[config.mk]
export PLATFORM = sky130hd
export DESIGN_NAME = dsc_cmd_ctrl
export DESIGN_NICKNAME = d
export VERILOG_FILES = /design/src/logic/dsc_pkg.sv /design/src/logic/dsc_cmd_ctrl.sv
export SDC_FILE = /design/constraint.sdc
export NUM_CORES = 1
export LEC_CHECK = 0
export ABC_AREA = 1
export CAP_MARGIN = 10
export CORE_MARGIN = 8
export CORE_UTILIZATION = 40
export DETAILED_ROUTE_END_ITERATION = 8
export DONT_BUFFER_PORTS = 1
export SETUP_SLACK_MARGIN = 0.5
export SLEW_MARGIN = 20
export SYNTH_ARGS = -nofsm -noshare
export SYNTH_HDL_FRONTEND = slang
export SYNTH_SLANG_ARGS = --single-unit
[constraint.sdc]
create_clock -name core_clk_i -period 2.56 [get_ports core_clk_i]
set_input_delay 0.256 -clock core_clk_i [delete_from_list [all_inputs] [get_ports core_clk_i]]
set_output_delay 0.256 -clock core_clk_i [all_outputs]
set_load 0.01 [all_outputs]
[src/logic/dsc_pkg.sv]
// package: command codes, field positions, reset values and carrier types
package dsc_pkg;
   // command codes
   localparam logic [7:0] CMD_SW_RESET = 8'h01;
   localparam logic [7:0] CMD_MEM_WRITE = 8'h2c;
   localparam logic [7:0] CMD_SCAN_ORDER = 8'h36;
   localparam logic [7:0] CMD_IDLE_EXIT = 8'h38;
   localparam logic [7:0] CMD_IDLE_ENTER = 8'h39;
   localparam logic [7:0] CMD_PIXEL_FORMAT = 8'h3a;
   // scan order field positions
   localparam int VERT_BIT = 4;
   localparam int CFO_BIT = 3;
   localparam int HORZ_BIT = 2;
   localparam logic [7:0] SCAN_MASK = 8'h1c;
   localparam logic [7:0] SCAN_RESET = 8'h00;
   // pixel format field
   localparam logic [7:0] FMT_MASK = 8'h07;
   localparam logic [7:0] FMT_RESET = 8'h06;
   localparam logic [2:0] FMT_565 = 3'h5;
   localparam logic [2:0] FMT_666 = 3'h6;
   localparam logic [2:0] FMT_888 = 3'h7;
   // frame geometry, columns and pages
   localparam int COORD_W = 9;
   localparam logic [8:0] COL_LAST = 9'h13f;
   localparam logic [8:0] PAGE_LAST = 9'h13f;
   localparam logic [8:0] COORD_ZERO = 9'h000;
   localparam int PIX_W = 6;
   localparam int MSB = 5;
   localparam int N_COMP = 3;

   typedef enum logic [1:0] {
      DSC_ST_IDLE = 2'b00,
      DSC_ST_SCAN = 2'b01,
      DSC_ST_FMT = 2'b10,
      DSC_ST_MEMWR = 2'b11
   } dsc_state_t;

   typedef struct packed {
      logic [PIX_W-1:0] red;
      logic [PIX_W-1:0] green;
      logic [PIX_W-1:0] blue;
   } dsc_pixel_t;

   typedef struct packed {
      logic wrx_s1;
      logic wrx_s2;
      logic wrx_s3;
      logic dcx_s1;
      logic dcx_s2;
      logic [7:0] dat_s1;
      logic [7:0] dat_s2;
      dsc_state_t state;
      logic [7:0] scan_order;
      logic [7:0] pixel_format;
      logic idle_mode;
      logic [COORD_W-1:0] col;
      logic [COORD_W-1:0] page;
      logic [7:0] wr_data;
      logic wr_valid;
      logic wr_first;
      dsc_pixel_t pix;
   } dsc_state_reg_t;
endpackage : dsc_pkg

[src/logic/dsc_cmd_ctrl.sv]
// command interpreter for scan order, pixel format, idle mode and memory write
// ****************************************************************
// ****************************************************************
`timescale 1ns/1ps
module dsc_cmd_ctrl (
   input wire logic core_clk_i,
   input wire logic resetn_i,
   input wire logic cmd_param_select_i,
   input wire logic write_strobe_n_i,
   input wire logic read_strobe_n_i,
   input wire logic [7:0] data_i,
   input wire dsc_pkg::dsc_pixel_t pixel_i,
   output dsc_pkg::dsc_pixel_t pixel_o,
   output logic idle_mode_o,
   output logic vertical_refresh_order_o,
   output logic color_filter_order_o,
   output logic horizontal_refresh_order_o,
   output logic [2:0] input_pixel_format_field_o,
   output logic mem_write_active_o,
   output logic [7:0] mem_wr_data_o,
   output logic mem_wr_valid_o,
   output logic mem_wr_first_o,
   output logic [8:0] column_ptr_o,
   output logic [8:0] page_ptr_o
);
   // ****************************************************************
   // reset release
   // ****************************************************************
   logic rst_s1;
   logic rst_n;
   always_ff @(posedge core_clk_i or negedge resetn_i) begin
      if (!resetn_i) begin
         rst_s1 <= 1'b0;
         rst_n <= 1'b0;
      end else begin
         rst_s1 <= 1'b1;
         rst_n <= rst_s1;
      end
   end

   // ****************************************************************
   // state
   // ****************************************************************
   dsc_pkg::dsc_state_reg_t st_r;
   dsc_pkg::dsc_state_reg_t st_nxt;
   logic strobe_rise;
   logic is_cmd;
   logic is_param;
   logic [7:0] byte_in;
   logic [8:0] start_col;
   logic [8:0] start_page;

   // start corner depends on refresh directions
   always_comb begin
      start_col = st_r.scan_order[dsc_pkg::HORZ_BIT] ? dsc_pkg::COL_LAST
                                                     : dsc_pkg::COORD_ZERO;
      start_page = st_r.scan_order[dsc_pkg::VERT_BIT] ? dsc_pkg::PAGE_LAST
                                                      : dsc_pkg::COORD_ZERO;
   end

   // ****************************************************************
   // pixel path
   // ****************************************************************
   logic [dsc_pkg::N_COMP*dsc_pkg::PIX_W-1:0] pix_ordered;
   wire logic [dsc_pkg::N_COMP*dsc_pkg::PIX_W-1:0] pix_shown;

   // colour filter order swaps the outer components
   always_comb begin
      pix_ordered = pixel_i;
      if (st_r.scan_order[dsc_pkg::CFO_BIT]) begin
         pix_ordered = {pixel_i.blue, pixel_i.green, pixel_i.red};
      end
   end

   // idle mode spreads the top bit of each component over all its bits
   for (genvar c = 0; c < dsc_pkg::N_COMP; c++) begin : g_comp
      assign pix_shown[c*dsc_pkg::PIX_W +: dsc_pkg::PIX_W] = st_r.idle_mode
         ? {dsc_pkg::PIX_W{pix_ordered[c*dsc_pkg::PIX_W + dsc_pkg::MSB]}}
         : pix_ordered[c*dsc_pkg::PIX_W +: dsc_pkg::PIX_W];
   end

   always_comb begin
      st_nxt = st_r;
      // select and data pass two flops before use, the strobe three
      st_nxt.wrx_s1 = write_strobe_n_i;
      st_nxt.wrx_s2 = st_r.wrx_s1;
      st_nxt.wrx_s3 = st_r.wrx_s2;
      st_nxt.dcx_s1 = cmd_param_select_i;
      st_nxt.dcx_s2 = st_r.dcx_s1;
      st_nxt.dat_s1 = data_i;
      st_nxt.dat_s2 = st_r.dat_s1;
      st_nxt.pix = pix_shown;
      st_nxt.wr_valid = 1'b0;
      st_nxt.wr_first = 1'b0;
      strobe_rise = st_r.wrx_s2 && !st_r.wrx_s3;
      is_cmd = strobe_rise && !st_r.dcx_s2;
      is_param = strobe_rise && st_r.dcx_s2;
      byte_in = st_r.dat_s2;
      // commands are taken regardless of idle mode
      if (is_cmd) begin
         st_nxt.state = dsc_pkg::DSC_ST_IDLE;
         case (byte_in)
            dsc_pkg::CMD_SW_RESET: begin
               st_nxt.idle_mode = 1'b0;
            end
            dsc_pkg::CMD_IDLE_ENTER: begin
               st_nxt.idle_mode = 1'b1;
            end
            dsc_pkg::CMD_IDLE_EXIT: begin
               st_nxt.idle_mode = 1'b0;
            end
            dsc_pkg::CMD_SCAN_ORDER: begin
               st_nxt.state = dsc_pkg::DSC_ST_SCAN;
            end
            dsc_pkg::CMD_PIXEL_FORMAT: begin
               st_nxt.state = dsc_pkg::DSC_ST_FMT;
            end
            dsc_pkg::CMD_MEM_WRITE: begin
               st_nxt.state = dsc_pkg::DSC_ST_MEMWR;
               st_nxt.col = start_col;
               st_nxt.page = start_page;
               st_nxt.wr_first = 1'b1;
            end
            default: begin
            end
         endcase
      end else if (is_param) begin
         case (st_r.state)
            dsc_pkg::DSC_ST_SCAN: begin
               st_nxt.scan_order = byte_in & dsc_pkg::SCAN_MASK;
               st_nxt.state = dsc_pkg::DSC_ST_IDLE;
            end
            dsc_pkg::DSC_ST_FMT: begin
               st_nxt.pixel_format = byte_in & dsc_pkg::FMT_MASK;
               st_nxt.state = dsc_pkg::DSC_ST_IDLE;
            end
            dsc_pkg::DSC_ST_MEMWR: begin
               // no count limit; stays here until another command
               st_nxt.wr_data = byte_in;
               st_nxt.wr_valid = 1'b1;
            end
            default: begin
            end
         endcase
      end
   end

   always_ff @(posedge core_clk_i or negedge rst_n) begin
      if (!rst_n) begin
         st_r.wrx_s1 <= 1'b1;
         st_r.wrx_s2 <= 1'b1;
         st_r.wrx_s3 <= 1'b1;
         st_r.dcx_s1 <= 1'b0;
         st_r.dcx_s2 <= 1'b0;
         st_r.dat_s1 <= 8'h00;
         st_r.dat_s2 <= 8'h00;
         st_r.state <= dsc_pkg::DSC_ST_IDLE;
         st_r.scan_order <= dsc_pkg::SCAN_RESET;
         st_r.pixel_format <= dsc_pkg::FMT_RESET;
         st_r.idle_mode <= 1'b0;
         st_r.col <= dsc_pkg::COORD_ZERO;
         st_r.page <= dsc_pkg::COORD_ZERO;
         st_r.wr_data <= 8'h00;
         st_r.wr_valid <= 1'b0;
         st_r.wr_first <= 1'b0;
         st_r.pix <= '0;
      end else begin
         st_r <= st_nxt;
      end
   end

   // ****************************************************************
   // outputs
   // ****************************************************************
   // frame memory lives outside and is never touched by resets
   assign pixel_o = st_r.pix;

   assign idle_mode_o = st_r.idle_mode;
   assign vertical_refresh_order_o = st_r.scan_order[dsc_pkg::VERT_BIT];
   assign color_filter_order_o = st_r.scan_order[dsc_pkg::CFO_BIT];
   assign horizontal_refresh_order_o = st_r.scan_order[dsc_pkg::HORZ_BIT];
   assign input_pixel_format_field_o = st_r.pixel_format[2:0];
   assign mem_write_active_o = (st_r.state == dsc_pkg::DSC_ST_MEMWR);
   assign mem_wr_data_o = st_r.wr_data;
   assign mem_wr_valid_o = st_r.wr_valid;
   assign mem_wr_first_o = st_r.wr_first;
   assign column_ptr_o = st_r.col;
   assign page_ptr_o = st_r.page;
endmodule : dsc_cmd_ctrl

==> results of run 1 <==
## layout by cell type (no fill, tap or decap), types with 2 or more instances in the layout
| cell type | synthesis | final |
|---|---|---|
| dfstp_2 | 5 | 5 |
| o21ai_1 | 2 | 2 |
| clkbuf_8 | 0 | 11 |
| conb_1 | 2 | 5 |
| ha_1 | 3 | 3 |
| nand3_1 | 9 | 9 |
| dlygate4sd3_1 | 0 | 12 |
| o21ai_0 | 24 | 24 |
| o21ai_2 | 8 | 8 |
| nand2_1 | 53 | 53 |
| nand2_2 | 3 | 3 |
| dfrtp_1 | 57 | 56 |
| clkbuf_1 | 0 | 4 |
| inv_1 | 18 | 18 |
| nor2_1 | 19 | 19 |
## area by class of cell
class,count,share of cell area
clock inverter,1,0.00189
clock buffer,15,0.0627
timing repair buffer,13,0.0481
tap,77,0.0363
inverter,19,0.0269
sequential,62,0.587
multi-input combinational,131,0.237
## critical path, stage by stage, from the launching register on
cell     delay [ps]
dfrtp_1         640
inv_1           300
nand2_1         120
nand2_1          80
nand2_1         150
o21ai_0         110
## state kept, by name (all words and copies together) (netlist names), 3 cells and up
register and flops:
input_pixel_format_field_o 3, pixel_o 18, byte_in 8, mem_wr_data_o 8
st_r 4, st_nxt 11
## per-stage QoR
stage          cell area [µm²]  hold WS [ps]  setup slack, ps  power, µW  utilization
2_1_floorplan             2640         -39.6              715       1150            -
3_3_place_gp              2360         -39.5             1060       1140        0.372
3_5_place_dp              2360         -39.5             1030       1150        0.372
4_1_cts                   2660          23.5             1020       1910        0.418
5_1_grt                   2660          35.5              840       1960        0.418
6_report                  2660          41.7             1030       1870        0.418
## path summary, 6_finish.rpt
| kind | depth (start not counted) | slack, ps | to | start |
|---|---|---|---|---|
| setup reg to reg | 5 | 1030 | pixel_o[2] | color_filter_order_o |
| max in group asynchronous | 1 | 1680 | vertical_refresh_order_o | rst_n |
| hold reg to reg | 0 | 350 | rst_n | rst_s1 |
| setup / recovery | 5 | 1030 | pixel_o[2] | color_filter_order_o |
| min in group asynchronous | 1 | 160 | rst_n | resetn_i |
| hold / removal | 2 | 40 | pixel_o[8] | pixel_i[8] |
## repair_timing
item                                   4_1_cts  5_1_grt
hold buffers                                12        0
setup buffers                                0        0
endpoints found under the hold margin       13        0
## power groups by stage
| stage | sequential (µW) | combinational (µW) | clock, µW |
|---|---|---|---|
| detailed placement | 1080 | 71.5 | 0 |
| finish | 1060 | 84.6 | 731 |
| floorplan | 1070 | 86.6 | 0 |
| global route | 1060 | 99.9 | 797 |
| CTS | 1060 | 87.1 | 762 |
| global placement | 1070 | 69.3 | 0 |
## routing by layer
metal | up-vias | part of all wire
met4 | 0 | 0.016
met3 | 5 | 0.086
met1 | 695 | 0.37
met2 | 43 | 0.53
li1 | 709 | -
met5 | - | 0
## cells by family (layout without fill, tap and decap cells)
family,count (synthesis),in the layout
and+or+nand+nor,88,88
DFF,62,62
other,2,5
buffers and inverters,70,48
AOI/OAI and AO/OA,35,35
adders and majority gates,3,3
==> impl_metrics.py, run 1 <==
metrics = {
    "global_routing": {
        "grt_use_met2": 0.177,
        "grt-busiest-layer": "met2",
        "grt_pass1_wl_um": 7960,
        "grt_use_met3": 0.0477,
        "first_global_vias": 1567,
        "antenna_found_initial": 0,
        "grt_usage": 0.107,
        "grt-ovfl-total": 0,
        "grt_start_max_net_pins": 61,
        "use_met1": 0.109,
    },
    "final_layout": {
        "regArea_um2": 1560,
        "num-nets-final": 270,
        "nFillCells": 620,
        "multi_input_area_um2": 629,
        "stdcell_count": 318,
        "drive_gt1_frac": 0.141,
        "areaGrowthSynthToFinish_pct": 1.00,
        "n_antenna_cell": 0,
    },
    "logic_synthesis": {
        "yosys-top-cells-count": "dfrtp_1, nand2_1, buf_4",
        "synth-xor-area-share": 0,
        "synth-seq-area-share": 0.593,
        "synth_area_um2": 2630,
        "synth_top_family_by_area": "buffers and inverters",
        "post_synth.cell_area_avg_um2": 10.1,
        "yosysMostFrequentCell": "dfrtp_1",
        "synth_ff_type": "dfrtp_1",
        "synth_cells": 260,
        "yosysTopAreaCellShare": 0.543,
        "synth.area.mux_share": 0,
        "synthAdderAreaFrac": 0.0143,
        "yosysWarnings": 0,
        "ys_ff_latch": 62,
        "synthArstFlopShare": 1.00,
        "synth_edf_count": 0,
        "synth.distinct_cells": 21,
        "synth_area_leaders": "dfrtp_1, buf_4, nand2_1",
        "yosys.area_share.simple": 0.140,
        "synth_compound_area_frac": 0.0781,
        "synth.largest_area_cell": "dfrtp_1",
    },
    "sta": {
        "worst_pin_slew_ps": 722,
        "fin_setup_tns_ps": 0,
        "final-setup-viol-count": 0,
        "period_share": 0.598,
        "layout_min_cycle_time_ps": 1530,
        "hold_violations": 0,
        "rsz0062_at_grt": "false",
        "timing.slew.headroom": 0.519,
        "maxSlewViolCount": 0,
        "skew_ps": 7.36,
        "fmax_mhz": 654,
    },
    "pwr": {
        "p_sw_uw": 416,
        "seqPwrFrac": 0.564,
        "p_leak_uw": 0.00130,
        "comb_power_share": 0.045,
        "p_clk_frac": 0.390,
        "switching_share": 0.222,
        "intPower_uw": 1460,
        "p_per_area_nw_per_um2": 705,
        "peakVddDrop_mv": 0.300,
    },
    "route": {
        "via_per_inst": 4.57,
        "initialDrtViolationCount": 62,
        "detail_route.wl_per_cell_um": 15.1,
        "final_antenna_net_count": 0,
        "wl_um": 4810,
        "num_vias": 1452,
        "post-route-drc-count": 0,
        "firstDrtPassIters": 4,
    },
    "place": {
        "io_buffer_count": 0,
        "dp_cells": 290,
        "dp_hpwl_um": 3530,
        "place_congestion": 0.733,
    },
    "job": {
        "cap_violations": 0,
    },
    "floorplanning": {
        "start_util": 0.414,
        "core_region_area_um2": 6350,
        "die_h_um": 97.1,
        "fp.dieArea_um2": 9420,
        "fp-row-count": 29,
        "pin_count": 85,
        "fp.dieW_um": 97.1,
    },
    "clock_network": {
        "clk_latency_ps": 330,
        "cts_resized": 0,
        "clk_path_buf_depth": 2,
        "cts.sinks": 62,
        "numCtsBuffers": 9,
        "cts_htree_levels": 3,
        "cts.clk_slew.worst_paths_ps": 60,
        "root_buffer": "clkbuf_8",
        "cts_tree": "done",
    },
    "worst_setup_path": {
        "worstPathArrival_ps": 1730,
        "cp-end-kind": "register",
        "timing_worst_setup_path_type": "reg2reg",
        "cp.required_ps": 2760,
        "crit_fanout": 15,
        "start_kind": "register",
    },
    "min_path": {
        "hold_path_class": "in2reg",
    },
    "outcome": {
        "status": "complete, no violations",
    },
}
(Power assumes the default switching activity.)
==> run 2, diff against run 1 <==
Clock period 2.56 ns to 1.6 ns, I/O delays scaled along.
==> run 2 against run 1 <==
Effect of this change:
- the run now ends with hold timing left
- critical path depth grew 1
- global-route usage is 0.62 points higher
- power up 71%
- flip-flop and latch count did not move
- final area increased by 14%
- combinational power rose by 120%
- utilization up 6.0 points
- maximum frequency up 27%
- highest routed layer unchanged
==> impl_metrics.py, run 2 (synthesis results as in run 1) <==
metrics = {
    "final_layout": {
        "num-nets-final": 292,
        "layout_commonest_cell": "dfrtp_1",
        "nFillCells": 576,
        "largest_reg_flops": 18,
        "drive_gt1_frac": 0.267,
        "final_area_um2": 3040,
        "n_antenna_cell": 0,
        "layout_common_cells": "dfrtp_1, nand2_1, dlygate4sd3_1, nor2_1, inv_1",
        "final_util": 0.478,
        "areaGrowthSynthToFinish_pct": 15.5,
    },
    "global_routing": {
        "grt_pass1_wl_um": 8390,
        "grt-ovfl-total": 0,
        "antenna_found_initial": 0,
        "grt_usage": 0.114,
        "first_global_vias": 1624,
        "grt_start_max_net_pins": 26,
    },
    "worst_setup_path": {
        "startpoint": "st_nxt[83]",
        "critPathCapture": "mem_wr_data_o[3]",
        "r2r_end": "mem_wr_data_o[3]",
        "start_kind": "register",
        "cp.required_ps": 1820,
        "timing_worst_setup_path_type": "reg2reg",
        "r2r_slack_ps": 390,
        "reg2regPathDepth": 6,
        "r2r_start": "st_nxt[83]",
        "crit_fanout": 9,
        "worstPathArrival_ps": 1420,
        "cp-end-kind": "register",
    },
    "floorplanning": {
        "fp.dieW_um": 97.1,
        "start_util": 0.414,
        "fp.dieArea_um2": 9420,
        "fp-row-count": 29,
        "core_region_area_um2": 6350,
        "pin_count": 85,
        "die_h_um": 97.1,
    },
    "pwr": {
        "p_per_area_nw_per_um2": 1050,
        "p_total_uw": 3200,
        "p_leak_uw": 0.00145,
        "peakVddDrop_mv": 0.438,
    },
    "route": {
        "met2_length_um": 2700,
        "final_antenna_net_count": 0,
        "wl_met3_um": 414,
        "via_per_inst": 4.57,
        "wl_um": 5320,
        "detail_route.wl_per_cell_um": 15.7,
        "firstDrtPassIters": 4,
        "maxUsedRoutingLayer": "met4",
        "m1WireLength_um": 2100,
        "num_vias": 1550,
        "post-route-drc-count": 0,
        "initialDrtViolationCount": 78,
    },
    "outcome": {
        "failed_checks": "hold timing",
        "status": "complete, but fails checks",
    },
    "clock_network": {
        "cts.sinks": 62,
        "cts_tree": "done",
        "clk_latency_ps": 330,
        "numCtsBuffers": 9,
        "clk_path_buf_depth": 2,
        "cts_htree_levels": 3,
        "root_buffer": "clkbuf_8",
        "cts.clk_slew.worst_paths_ps": 70,
    },
    "min_path": {
        "hold_path_class": "in2reg",
    },
    "place": {
        "place_congestion": 0.774,
        "dp_slack_ps": 329,
        "dpl-instance-area_um2": 2400,
        "io_buffer_count": 0,
        "dp_hpwl_um": 3580,
    },
    "sta": {
        "fin_setup_tns_ps": 0,
        "final-setup-viol-count": 0,
        "period_share": 0.755,
        "setup_ws_ps": 392,
        "skew_ps": 8.82,
        "hold_violations": 1,
        "worst_hold_slack_ps": -1.08,
        "fmax_mhz": 828,
        "maxSlewViolCount": 0,
        "rsz0062_at_grt": "true",
        "layout_min_cycle_time_ps": 1210,
    },
    "job": {
        "cap_violations": 0,
    },
}
run 2: changes by cell type in the layout (fill, tap and decap cells not counted), sizes merged, moves of 2 or more:
| cell | before | now |
|---|---|---|
| clkbuf | 15 | 12 |
| clkinvlp | 0 | 2 |
| dlygate4sd3 | 12 | 23 |
| buf | 1 | 10 |
run 2: cell type report:
cell class | count | area, µm² | area share
multi-input combinational | 132 | 729 | 0.240
inverter | 19 | 77.6 | 0.0256
clock inverter | 4 | 47.5 | 0.0157
tap | 77 | 96.3 | 0.0317
clock buffer | 11 | 141 | 0.0466
sequential | 62 | 1570 | 0.516
timing repair buffer | 34 | 378 | 0.124
run 2: how the worst min path moves through the flow:
stage,endpoint,startpoint,cells after the start
floorplan,rst_n,resetn_i,0
global placement,rst_s1,resetn_i,0
detailed placement,rst_s1,resetn_i,0
CTS,pixel_o[4],pixel_i[16],2
global route,pixel_o[16],pixel_i[16],2
finish,pixel_o[16],pixel_i[16],2
run 2: power breakdown:
part / internal [µW] / switching [µW] / total (µW)
clock network: 748 / 564 / 1310
logic: 88.0 / 101 / 189
registers: 1640 / 63.5 / 1700
total: 2470 / 729 / 3200
run 2: per-layer routing:
layer,GRT usage,up-vias
met3,0.0491,11
met1,0.118,741
met2,0.186,47
li1,-,751
met5,0,-
met4,0.0686,0
run 2: per-stage QoR:
| stage | hold slack (ps) | instances |
|---|---|---|
| finish | -1.08 | 339 |
| CTS | 1.54 | 333 |
| global placement | -136 | 293 |
| global route | 4.08 | 339 |
| floorplan | -136 | 263 |
| detailed placement | -136 | 293 |
run 2: repair_timing:
action,CTS,global route
resized for setup,24,27
cloned,1,1
setup buffers,5,1
endpoints found under the setup margin,46,43
pin swaps,6,3
hold buffers,19,4
endpoints found under the hold margin,20,3
run 2: worst max-delay path, stage by stage, from the launching register on:
cell	delay (ps)
dfstp_2	560
nand2_2	70
nor2_4	100
buf_12	140
nand2_8	80
nand2_1	80
o21ai_2	50
